**src/wdt_pkg.sv**
```systemverilog
// package: register layout, keys and prescaler width for the watchdog interval timer
package wdt_pkg;
  // register selects on the documented word port
  localparam logic [0:0] SEL_COUNT  = 1'h0;
  localparam logic [0:0] SEL_CTRL   = 1'h1;
  // access size codes
  localparam logic [1:0] SIZE_BYTE  = 2'h0;
  localparam logic [1:0] SIZE_WORD  = 2'h1;
  localparam logic [1:0] SIZE_LONG  = 2'h2;
  // write keys carried in the upper byte
  localparam logic [7:0] KEY_COUNT  = 8'h5A;
  localparam logic [7:0] KEY_CTRL   = 8'hA5;
  // control/status field positions
  localparam int BIT_ENABLE   = 7;
  localparam int BIT_MODE     = 6;
  localparam int BIT_RSTSEL   = 5;
  localparam int BIT_WATCHDOG_OVERFLOW_FLAG     = 4;
  localparam int BIT_INTERVAL_OVERFLOW_FLAG     = 3;
  localparam int DIV_HI       = 2;
  // reset values and count landmarks
  localparam logic [7:0] CTRL_RESET = 8'h00;
  localparam logic [7:0] CNT_RESET  = 8'h00;
  localparam logic [7:0] CNT_TOP    = 8'hFF;
  localparam logic [7:0] CNT_ZERO   = 8'h00;
  localparam logic [7:0] CNT_REENTER = 8'h80;
  // prescaler width: largest ratio is 1/4096
  localparam int PRE_W = 12;
endpackage

```
**src/wdt_prescaler.sv**
```systemverilog
// prescaler: divider counting only while running, giving a one-cycle tick at the selected ratio
`timescale 1ns/1ps
`default_nettype none
module wdt_prescaler
  import wdt_pkg::*;
(
  // clock and reset
  input  wire logic             core_clk_in,
  input  wire logic             nrst_in,
  // control
  input  wire logic             run_in,
  input  wire logic             restart_in,
  input  wire logic [DIV_HI:0]  div_sel_in,
  // tick
  output logic                  tick_out
);
  logic [PRE_W-1:0] pre_ff;
  logic [PRE_W-1:0] nxt_pre;
  logic [PRE_W-1:0] mask;

  // ratio mask for each divider code: tick when masked bits are all ones
  function automatic logic [PRE_W-1:0] div_mask(input logic [DIV_HI:0] sel);
    case (sel)
      3'h0:    div_mask = 12'h000;
      3'h1:    div_mask = 12'h003;
      3'h2:    div_mask = 12'h00F;
      3'h3:    div_mask = 12'h01F;
      3'h4:    div_mask = 12'h03F;
      3'h5:    div_mask = 12'h0FF;
      3'h6:    div_mask = 12'h3FF;
      default: div_mask = 12'hFFF;
    endcase
  endfunction

  assign mask     = div_mask(div_sel_in);
  assign tick_out = run_in && ((pre_ff & mask) == mask);

  // count only while running; a restart gives the documented timer variation
  always_comb
  begin
    nxt_pre = pre_ff;
    if (restart_in || !run_in)
      nxt_pre = '0;
    else
      nxt_pre = pre_ff + 12'h001;
  end

  always_ff @(posedge core_clk_in or negedge nrst_in)
  begin
    if (!nrst_in)
      pre_ff <= '0;
    else
      pre_ff <= nxt_pre;
  end
endmodule
`default_nettype wire

```
**src/wdt_interval_timer.sv**
```systemverilog
// watchdog / interval timer with keyed word writes and oscillator settling timing
// Function
// - three-bit select picks eight divider ratios
// - interval overflow sets interval flag
// - only word writes reach counter/control
// - counter write needs key 5A upper
// - control write needs key A5 upper
// - reset-cancelled standby: timer does not run
// - standby: count starts on nmi edge
// - settling overflow resumes clock generator
// - settling overflow leaves watchdog flag alone
// - continue from 00; re-standby at 80
// - clearing standby select after settling stops counting while enable is low
// - re-entered standby leaves only by power-on
// - frequency write halts cpu, starts timer
// - frequency overflow resumes clock, no flag
// - after frequency overflow counter holds 00 while enable is low
// - watchdog overflow sets flag, issues reset
// - interval overflow requests interrupt, continues
// - enable low freezes counter outside settle phases
// - reaching FF counts as overflow
`timescale 1ns/1ps
`default_nettype none
module wdt_interval_timer
  import wdt_pkg::*;
(
  // clock and reset
  input  wire logic        core_clk_in,
  input  wire logic        nrst_in,
  // register port
  input  wire logic        wr_in,
  input  wire logic [0:0]  reg_sel_in,
  input  wire logic [1:0]  size_in,
  input  wire logic [15:0] wdata_in,
  output logic [7:0]       count_rd_out,
  output logic [7:0]       ctrl_rd_out,
  // power management
  input  wire logic        nmi_in,
  input  wire logic        standby_sel_in,
  input  wire logic        standby_stopped_in,
  input  wire logic        freq_write_in,
  // clock generator, reset and interrupt requests
  output logic             cpu_halt_out,
  output logic             clock_resume_out,
  output logic             standby_reenter_out,
  output logic             por_req_out,
  output logic             manual_rst_req_out,
  output logic             interval_irq_out
);
  typedef enum logic [3:0] {
    ST_NORMAL = 4'b0001,
    ST_SETTLE = 4'b0010,
    ST_POSTSB = 4'b0100,
    ST_LOCKED = 4'b1000
  } phase_t;

  phase_t     phase_ff, nxt_phase;
  logic       freq_ff, nxt_freq;
  logic [7:0] cnt_ff, nxt_cnt;
  logic [7:0] ctrl_ff, nxt_ctrl;
  logic       por_ff, nxt_por;
  logic       mrst_ff, nxt_mrst;
  logic       irq_ff, nxt_irq;
  logic       resume_ff, nxt_resume;
  logic       reent_ff, nxt_reent;
  logic       nmi_s1_ff, nmi_s2_ff, nmi_d_ff;
  logic       nmi_edge, word_wr, cnt_wr, ctrl_wr, run, ovf, tick;

  // nmi pin synchroniser, edge taken from the second stage only
  always_ff @(posedge core_clk_in or negedge nrst_in)
  begin
    if (!nrst_in)
    begin
      nmi_s1_ff <= 1'b0;
      nmi_s2_ff <= 1'b0;
      nmi_d_ff  <= 1'b0;
    end
    else
    begin
      nmi_s1_ff <= nmi_in;
      nmi_s2_ff <= nmi_s1_ff;
      nmi_d_ff  <= nmi_s2_ff;
    end
  end
  assign nmi_edge = nmi_s2_ff ^ nmi_d_ff;

  assign word_wr = wr_in && (size_in == SIZE_WORD);
  assign cnt_wr  = word_wr && (reg_sel_in == SEL_COUNT) && (wdata_in[15:8] == KEY_COUNT);
  assign ctrl_wr = word_wr && (reg_sel_in == SEL_CTRL) && (wdata_in[15:8] == KEY_CTRL);

  // enable gates counting; settle phases count on their own
  assign run = ctrl_ff[BIT_ENABLE] || (phase_ff == ST_SETTLE) || (phase_ff == ST_POSTSB);

  wdt_prescaler u_pre (
    .core_clk_in (core_clk_in),
    .nrst_in     (nrst_in),
    .run_in      (run),
    .restart_in  (cnt_wr),
    .div_sel_in  (ctrl_ff[DIV_HI:0]),
    .tick_out    (tick)
  );

  // reaching FF is the overflow, independent of the tick
  assign ovf = run && (cnt_ff == CNT_TOP) && !cnt_wr;

  // counter, control and phase next-state
  always_comb
  begin
    nxt_phase  = phase_ff;
    nxt_freq   = freq_ff;
    nxt_cnt    = cnt_ff;
    nxt_ctrl   = ctrl_ff;
    nxt_por    = 1'b0;
    nxt_mrst   = 1'b0;
    nxt_irq    = 1'b0;
    nxt_resume = 1'b0;
    nxt_reent  = reent_ff;
    if (run && tick && !ovf)
      nxt_cnt = cnt_ff + 8'h01;
    case (phase_ff)
      ST_NORMAL:
      begin
        // nmi edge in stopped standby starts settling count
        if (standby_stopped_in && nmi_edge)
        begin
          nxt_phase = ST_SETTLE;
          nxt_freq  = 1'b0;
        end
        else if (freq_write_in)
        begin
          nxt_phase = ST_SETTLE;
          nxt_freq  = 1'b1;
        end
        else if (ovf)
        begin
          nxt_cnt = CNT_ZERO;
          if (ctrl_ff[BIT_MODE])
          begin
            nxt_ctrl[BIT_WATCHDOG_OVERFLOW_FLAG] = 1'b1;
            nxt_por  = !ctrl_ff[BIT_RSTSEL];
            nxt_mrst = ctrl_ff[BIT_RSTSEL];
          end
          else
          begin
            nxt_ctrl[BIT_INTERVAL_OVERFLOW_FLAG] = 1'b1;
            nxt_irq = 1'b1;
          end
        end
      end
      ST_SETTLE:
      begin
        if (ovf)
        begin
          nxt_cnt    = CNT_ZERO;
          nxt_resume = 1'b1;
          nxt_phase  = freq_ff ? ST_NORMAL : ST_POSTSB;
        end
      end
      ST_POSTSB:
      begin
        if (!standby_sel_in)
          nxt_phase = ST_NORMAL;
        else if (cnt_ff == CNT_REENTER)
        begin
          nxt_phase = ST_LOCKED;
          nxt_reent = 1'b1;
        end
      end
      // only a power-on reset leaves this phase
      default: nxt_phase = ST_LOCKED;
    endcase
    // writes land only with the matching key
    if (cnt_wr)
      nxt_cnt = wdata_in[7:0];
    if (ctrl_wr)
    begin
      nxt_ctrl = wdata_in[7:0];
      // set wins over a clear in the same cycle
      if (nxt_por || nxt_mrst)
        nxt_ctrl[BIT_WATCHDOG_OVERFLOW_FLAG] = 1'b1;
      if (nxt_irq)
        nxt_ctrl[BIT_INTERVAL_OVERFLOW_FLAG] = 1'b1;
    end
  end

  // reset clears every phase, so the timer is idle after reset
  always_ff @(posedge core_clk_in or negedge nrst_in)
  begin
    if (!nrst_in)
    begin
      phase_ff  <= ST_NORMAL;
      freq_ff   <= 1'b0;
      cnt_ff    <= CNT_RESET;
      ctrl_ff   <= CTRL_RESET;
      por_ff    <= 1'b0;
      mrst_ff   <= 1'b0;
      irq_ff    <= 1'b0;
      resume_ff <= 1'b0;
      reent_ff  <= 1'b0;
    end
    else
    begin
      phase_ff  <= nxt_phase;
      freq_ff   <= nxt_freq;
      cnt_ff    <= nxt_cnt;
      ctrl_ff   <= nxt_ctrl;
      por_ff    <= nxt_por;
      mrst_ff   <= nxt_mrst;
      irq_ff    <= nxt_irq;
      resume_ff <= nxt_resume;
      reent_ff  <= nxt_reent;
    end
  end

  // outputs
  assign count_rd_out        = cnt_ff;
  assign ctrl_rd_out         = ctrl_ff;
  assign por_req_out         = por_ff;
  assign manual_rst_req_out  = mrst_ff;
  assign interval_irq_out    = irq_ff;
  assign clock_resume_out    = resume_ff;
  assign standby_reenter_out = reent_ff;
  // halt held while a frequency change settles
  assign cpu_halt_out = (phase_ff == ST_SETTLE) && freq_ff;

  // assertions
  bad_key_a: assert property (@(posedge core_clk_in) disable iff (!nrst_in)
    (wr_in && wdata_in[15:8] != KEY_COUNT && !run)
    |=> $stable(cnt_ff))
    else $error("counter changed on unkeyed write");
  byte_wr_a: assert property (@(posedge core_clk_in) disable iff (!nrst_in)
    (wr_in && size_in != SIZE_WORD && phase_ff == ST_NORMAL && !ovf && !freq_write_in)
    |=> $stable(ctrl_ff))
    else $error("control changed on non-word write");
  cnt_load_a: assert property (@(posedge core_clk_in) disable iff (!nrst_in)
    cnt_wr |=> cnt_ff == $past(wdata_in[7:0]))
    else $error("keyed counter write not loaded");
  ctrl_load_a: assert property (@(posedge core_clk_in) disable iff (!nrst_in)
    (ctrl_wr && !ovf) |=> ctrl_ff == $past(wdata_in[7:0]))
    else $error("keyed control write not loaded");
  stop_hold_a: assert property (@(posedge core_clk_in) disable iff (!nrst_in)
    (!run && !cnt_wr) |=> cnt_ff == $past(cnt_ff))
    else $error("counter moved while stopped");
  iv_ovf_a: assert property (@(posedge core_clk_in) disable iff (!nrst_in)
    (ovf && phase_ff == ST_NORMAL && !ctrl_ff[BIT_MODE] && !freq_write_in
     && !(standby_stopped_in && nmi_edge))
    |=> interval_irq_out && ctrl_ff[BIT_INTERVAL_OVERFLOW_FLAG] && !por_req_out)
    else $error("interval overflow missed");
  wd_ovf_a: assert property (@(posedge core_clk_in) disable iff (!nrst_in)
    (ovf && phase_ff == ST_NORMAL && ctrl_ff[BIT_MODE] && !freq_write_in
     && !(standby_stopped_in && nmi_edge))
    |=> ctrl_ff[BIT_WATCHDOG_OVERFLOW_FLAG] && (por_req_out != manual_rst_req_out))
    else $error("watchdog overflow missed");
  settle_a: assert property (@(posedge core_clk_in) disable iff (!nrst_in)
    (ovf && phase_ff == ST_SETTLE && !ctrl_wr)
    |=> clock_resume_out && $stable(ctrl_ff[BIT_WATCHDOG_OVERFLOW_FLAG]))
    else $error("settle overflow wrong");
  freq_stop_a: assert property (@(posedge core_clk_in) disable iff (!nrst_in)
    (ovf && phase_ff == ST_SETTLE && freq_ff && !cnt_wr) |=> cnt_ff == CNT_ZERO)
    else $error("counter not zero after frequency change");
  locked_a: assert property (@(posedge core_clk_in) disable iff (!nrst_in)
    phase_ff == ST_LOCKED |=> phase_ff == ST_LOCKED && standby_reenter_out)
    else $error("left re-entered standby");
  cv_iv: cover property (@(posedge core_clk_in) disable iff (!nrst_in) interval_irq_out);
  cv_wd: cover property (@(posedge core_clk_in) disable iff (!nrst_in) por_req_out);
  cv_res: cover property (@(posedge core_clk_in) disable iff (!nrst_in) clock_resume_out);
  cv_lock: cover property (@(posedge core_clk_in) disable iff (!nrst_in) standby_reenter_out);
endmodule
`default_nettype wire

```
**config.mk**
```make
export PLATFORM = sky130hd
export DESIGN_NAME = wdt_interval_timer
export DESIGN_NICKNAME = d
export VERILOG_FILES = /design/src/wdt_pkg.sv /design/src/wdt_prescaler.sv /design/src/wdt_interval_timer.sv
export SDC_FILE = /design/constraint.sdc
export NUM_CORES = 1
export LEC_CHECK = 0
export CAP_MARGIN = 40
export CORE_ASPECT_RATIO = 0.5
export CORE_MARGIN = 1.5
export CORE_UTILIZATION = 45
export CTS_BUF_LIST = sky130_fd_sc_hd__clkbuf_2
export DETAILED_ROUTE_END_ITERATION = 8
export DONT_BUFFER_PORTS = 1
export MAX_ROUTING_LAYER = met4
export PLACE_DENSITY_LB_ADDON = 0.15
export SYNTH_ARGS = -nofsm -noshare
export SYNTH_HDL_FRONTEND = slang
export SYNTH_SLANG_ARGS = --single-unit
```
**constraint.sdc**
```tcl
create_clock -name core_clk_in -period 3.3 [get_ports core_clk_in]
set_input_delay 0.495 -clock core_clk_in [delete_from_list [all_inputs] [get_ports core_clk_in]]
set_output_delay 0.495 -clock core_clk_in [all_outputs]
set_load 0.05 [all_outputs]
```
==> impl_results.md <==
- Largest net degree at the start of global routing: 42
- Seq/Total Area, Yosys: 49.5%
- Port bufs: 0
- R2r endpoint: phase_ff[0]
- Peak supply drop: 0.212 mV
- Max Cap Viol: 0
- Critical path class: flip-flop to flip-flop
- TritonRoute pass-1 iters: 4
- Reg2reg start: count_rd_out[3]
- Post-synthesis simple-gate area fraction: 25.1%
- Slowest CP cell: dfrtp_1
- Synth Area in Adders: 1.81%
- Tot Pwr: 0.921 mW
- Antenna-violating nets left: 0
- Total track usage: 18.5%
- Cts bufs inserted: 5
- Antenna violations before repair: 0
- Worst Min Path Start: nmi_in
- Sink Count: 41
- Die width: 99.0 microns
- TritonCTS clock tree: done
- Fin. max-slew vios: 0
- Worst Hold Class: input pin to flip-flop
- Most frequent cells in the layout: 40 x dfrtp_1, 30 x nor2_1, 23 x nand2_1, 14 x xor2_1, 9 x nand3_1
- Hold Path End: nmi_s1_ff
- Mean Syn Cell Area: 9.88 sq um
- DRC Markers: 0
- Ys async rst share: 100%
- H-tree Lvls: 2
- Clock skew: 0.0244 ns
- Delay-heaviest family, CP: simple AND/OR/NAND/NOR gates
- Flop2flop setup slack: 1.0 ns
- Initial drt markers: 56
- Largest family of logic cells by synthesized area: simple AND/OR/NAND/NOR gates
- Leak pwr: 0.969 nW
- Final WL: 4100 microns
- Synthesized Nets: 239
- Postcts setup bufs: 0
- Critical path fanouts, max: 7
- Slowest Stage Delay on Critical Path: 0.81 ns
- Antenna diodes: 0
- Power Dens Cells: 407 nW/um^2
- WHS Path Cells: 0
- Total gr overflow: 0
- Post-Syn Area: 2070 sq um
- Starting Density: 46.9%
- Gpl congestion: 0.763
- Netlist cell types: 43
- Reg2reg path depth: 5
- Site row count: 17
- CP bufs+invs: 0
- Main synth FF type: dfrtp_1
- Layout cells sized above 1: 11.0%
- Wire per inst: 14.9 microns
- Global-route wire length before repair: 6960 microns
- CTS root buffer: clkbuf_2
- EDFF count, synth: 0
- Crit-path cells: and4_1 -> nand4_1 -> nor3_1 -> o21ai_1 -> o41ai_2
- Skew-Pair Late Insertion Delay: 0.42 ns
- Critical path arrival: 2.64 ns
- FMAX: 434 MHz
- Multiplexer area fraction after synthesis: 3.62%
- Clock-pin slew on the worst setup and hold paths: 0.23 ns
- HPWL after DPL: 3050 microns
- Slew @ Worst Pin: 0.857 ns
- RSZ-0062 raised after global routing: false
- Vias in the first global route: 1437
- CP endpoint kind: flip-flop
- Final worst path period need: 2.30 ns
- Fin crit share: 69.8%
- Via-to-Cell Ratio: 5.44
- Mapped Cells: 210
- WP data required: 3.63 ns
- Register bit count reported by yosys: 41
- Most common cell after layout, fill and taps aside: dfrtp_1
- # setup viols final: 0
- Compound-gate portion of the synthesized area: 9.77%
- Max-slew headroom: 42.6%
- CP Launch Type: flip-flop
- Status: finished, final reports clean
- Boundary Pins: 48
- Die ar.: 5050 sq um
- Clk buf depth: 2
- Nets: 246
- Synthesis-to-finish area growth: 9.05%
- Synth warnings: 0
- Core area: 4420 sq um
- Die height: 51.0 microns
- XOR/XNOR Fraction of Synth Area: 8.02%
- Vias: 1497
- Fin. Hold Viols: 0
- TNS Setup: 0 ns
## Yosys cell counts (2+ instances only)
library cell	instances	area (sq um)
nand4_1	6	37.5
nor3_1	4	20.0
xor2_1	14	123
nand3b_1	3	22.5
nand2b_1	3	18.8
mux2_2	4	45.0
and3_1	2	12.5
o21ai_1	7	35.0
mux2i_1	3	30.0
nand4b_1	3	26.3
nand2_1	23	86.3
xnor2_1	5	43.8
or2_2	2	12.5
a21boi_0	2	15.0
a21oi_1	7	35.0
nand3_1	9	45.0
buf_2	3	15.0
nor2_1	30	113
dfrtp_1	40	1000
o21ai_0	8	40.0
ha_1	3	37.5
inv_1	8	30.0
## layout make-up
type | instances | area [sq um]
inverter | 8 | 30.0
tap | 57 | 71.3
clock buffer | 5 | 25.0
clock inverter | 3 | 68.8
sequential | 41 | 1030
multi-input combinational | 158 | 1000
timing repair buffer | 3 | 37.5
fill | 416 | 2160
## registers in the layout (all words and copies together) (netlist names)
signal	count
clock_resume_out	1
count_rd_out	8
ctrl_rd_out	8
freq_ff	1
interval_irq_out	1
manual_rst_req_out	1
nmi_d_ff	1
nmi_s1_ff	1
nmi_s2_ff	1
phase_ff	4
por_req_out	1
standby_reenter_out	1
u_pre.pre_ff	12
## worst max path at each step
stage                          from              end  slack (ns)  cells after the start
finish              count_rd_out[3]      phase_ff[0]         1.0                      5
global route        count_rd_out[3]      phase_ff[0]        0.78                      5
CTS                 count_rd_out[3]      phase_ff[0]        1.01                      5
detailed placement      wdata_in[8]      phase_ff[1]        0.99                      7
global placement        wdata_in[8]  count_rd_out[4]        1.04                      7
floorplan           count_rd_out[3]  count_rd_out[1]        1.35                      6
## cell families (layout without fill, tap and decap cells)
kind of cell             count (synthesis)  after routing
XOR/XNOR                                19             19
adder cells (fa/ha/maj)                  3              3
AND/OR/NAND/NOR                         97             97
buffers and inverters                   11             19
AO/OA/AOI/OAI                           32             32
multiplexers                             7              7
flip-flops                              41             41
## power breakdown
group / internal, mW / switching, mW / total [mW]
logic: 0.0104 / 0.0162 / 0.0266
clock network: 0.207 / 0.171 / 0.378
registers: 0.507 / 0.0101 / 0.517
## metal layers
metal | part of all wire, % | global-route usage (%)
met1 | 48 | 23.9
met2 | 46 | 28.3
met3 | 5.0 | 5.88
met4 | 1.2 | 5.71
met5 | 0 | -
## worst reg2reg max path, cell delays in order, from the launching register on
cell and delay (ns):
dfrtp_1 0.81, and4_1 0.33, nand4_1 0.19, nor3_1 0.38, o21ai_1 0.21, o41ai_2 0.31
## repair_timing
| item | 4_1_cts | 5_1_grt |
|---|---|---|
| hold endpoints to repair | 41 | 0 |
| hold buffers | 2 | 0 |
| resized for setup | 0 | 0 |
## per-stage QoR
stage | cell area (sq um) | std cells | util [%] | hold slack (ns) | setup WS, ns
after detailed placement | 2140 | 265 | 48.3 | 0.201 | 0.986
after global placement | 2140 | 265 | 48.3 | 0.201 | 1.04
final | 2260 | 275 | 51.1 | 0.0634 | 0.998
after global routing | 2260 | 275 | 51.1 | 0.00427 | 0.785
after CTS | 2260 | 275 | 51.1 | 0.0320 | 1.01
after floorplan | 2070 | 210 | - | 0.199 | 1.35
Power figures use the tool's default switching activity.
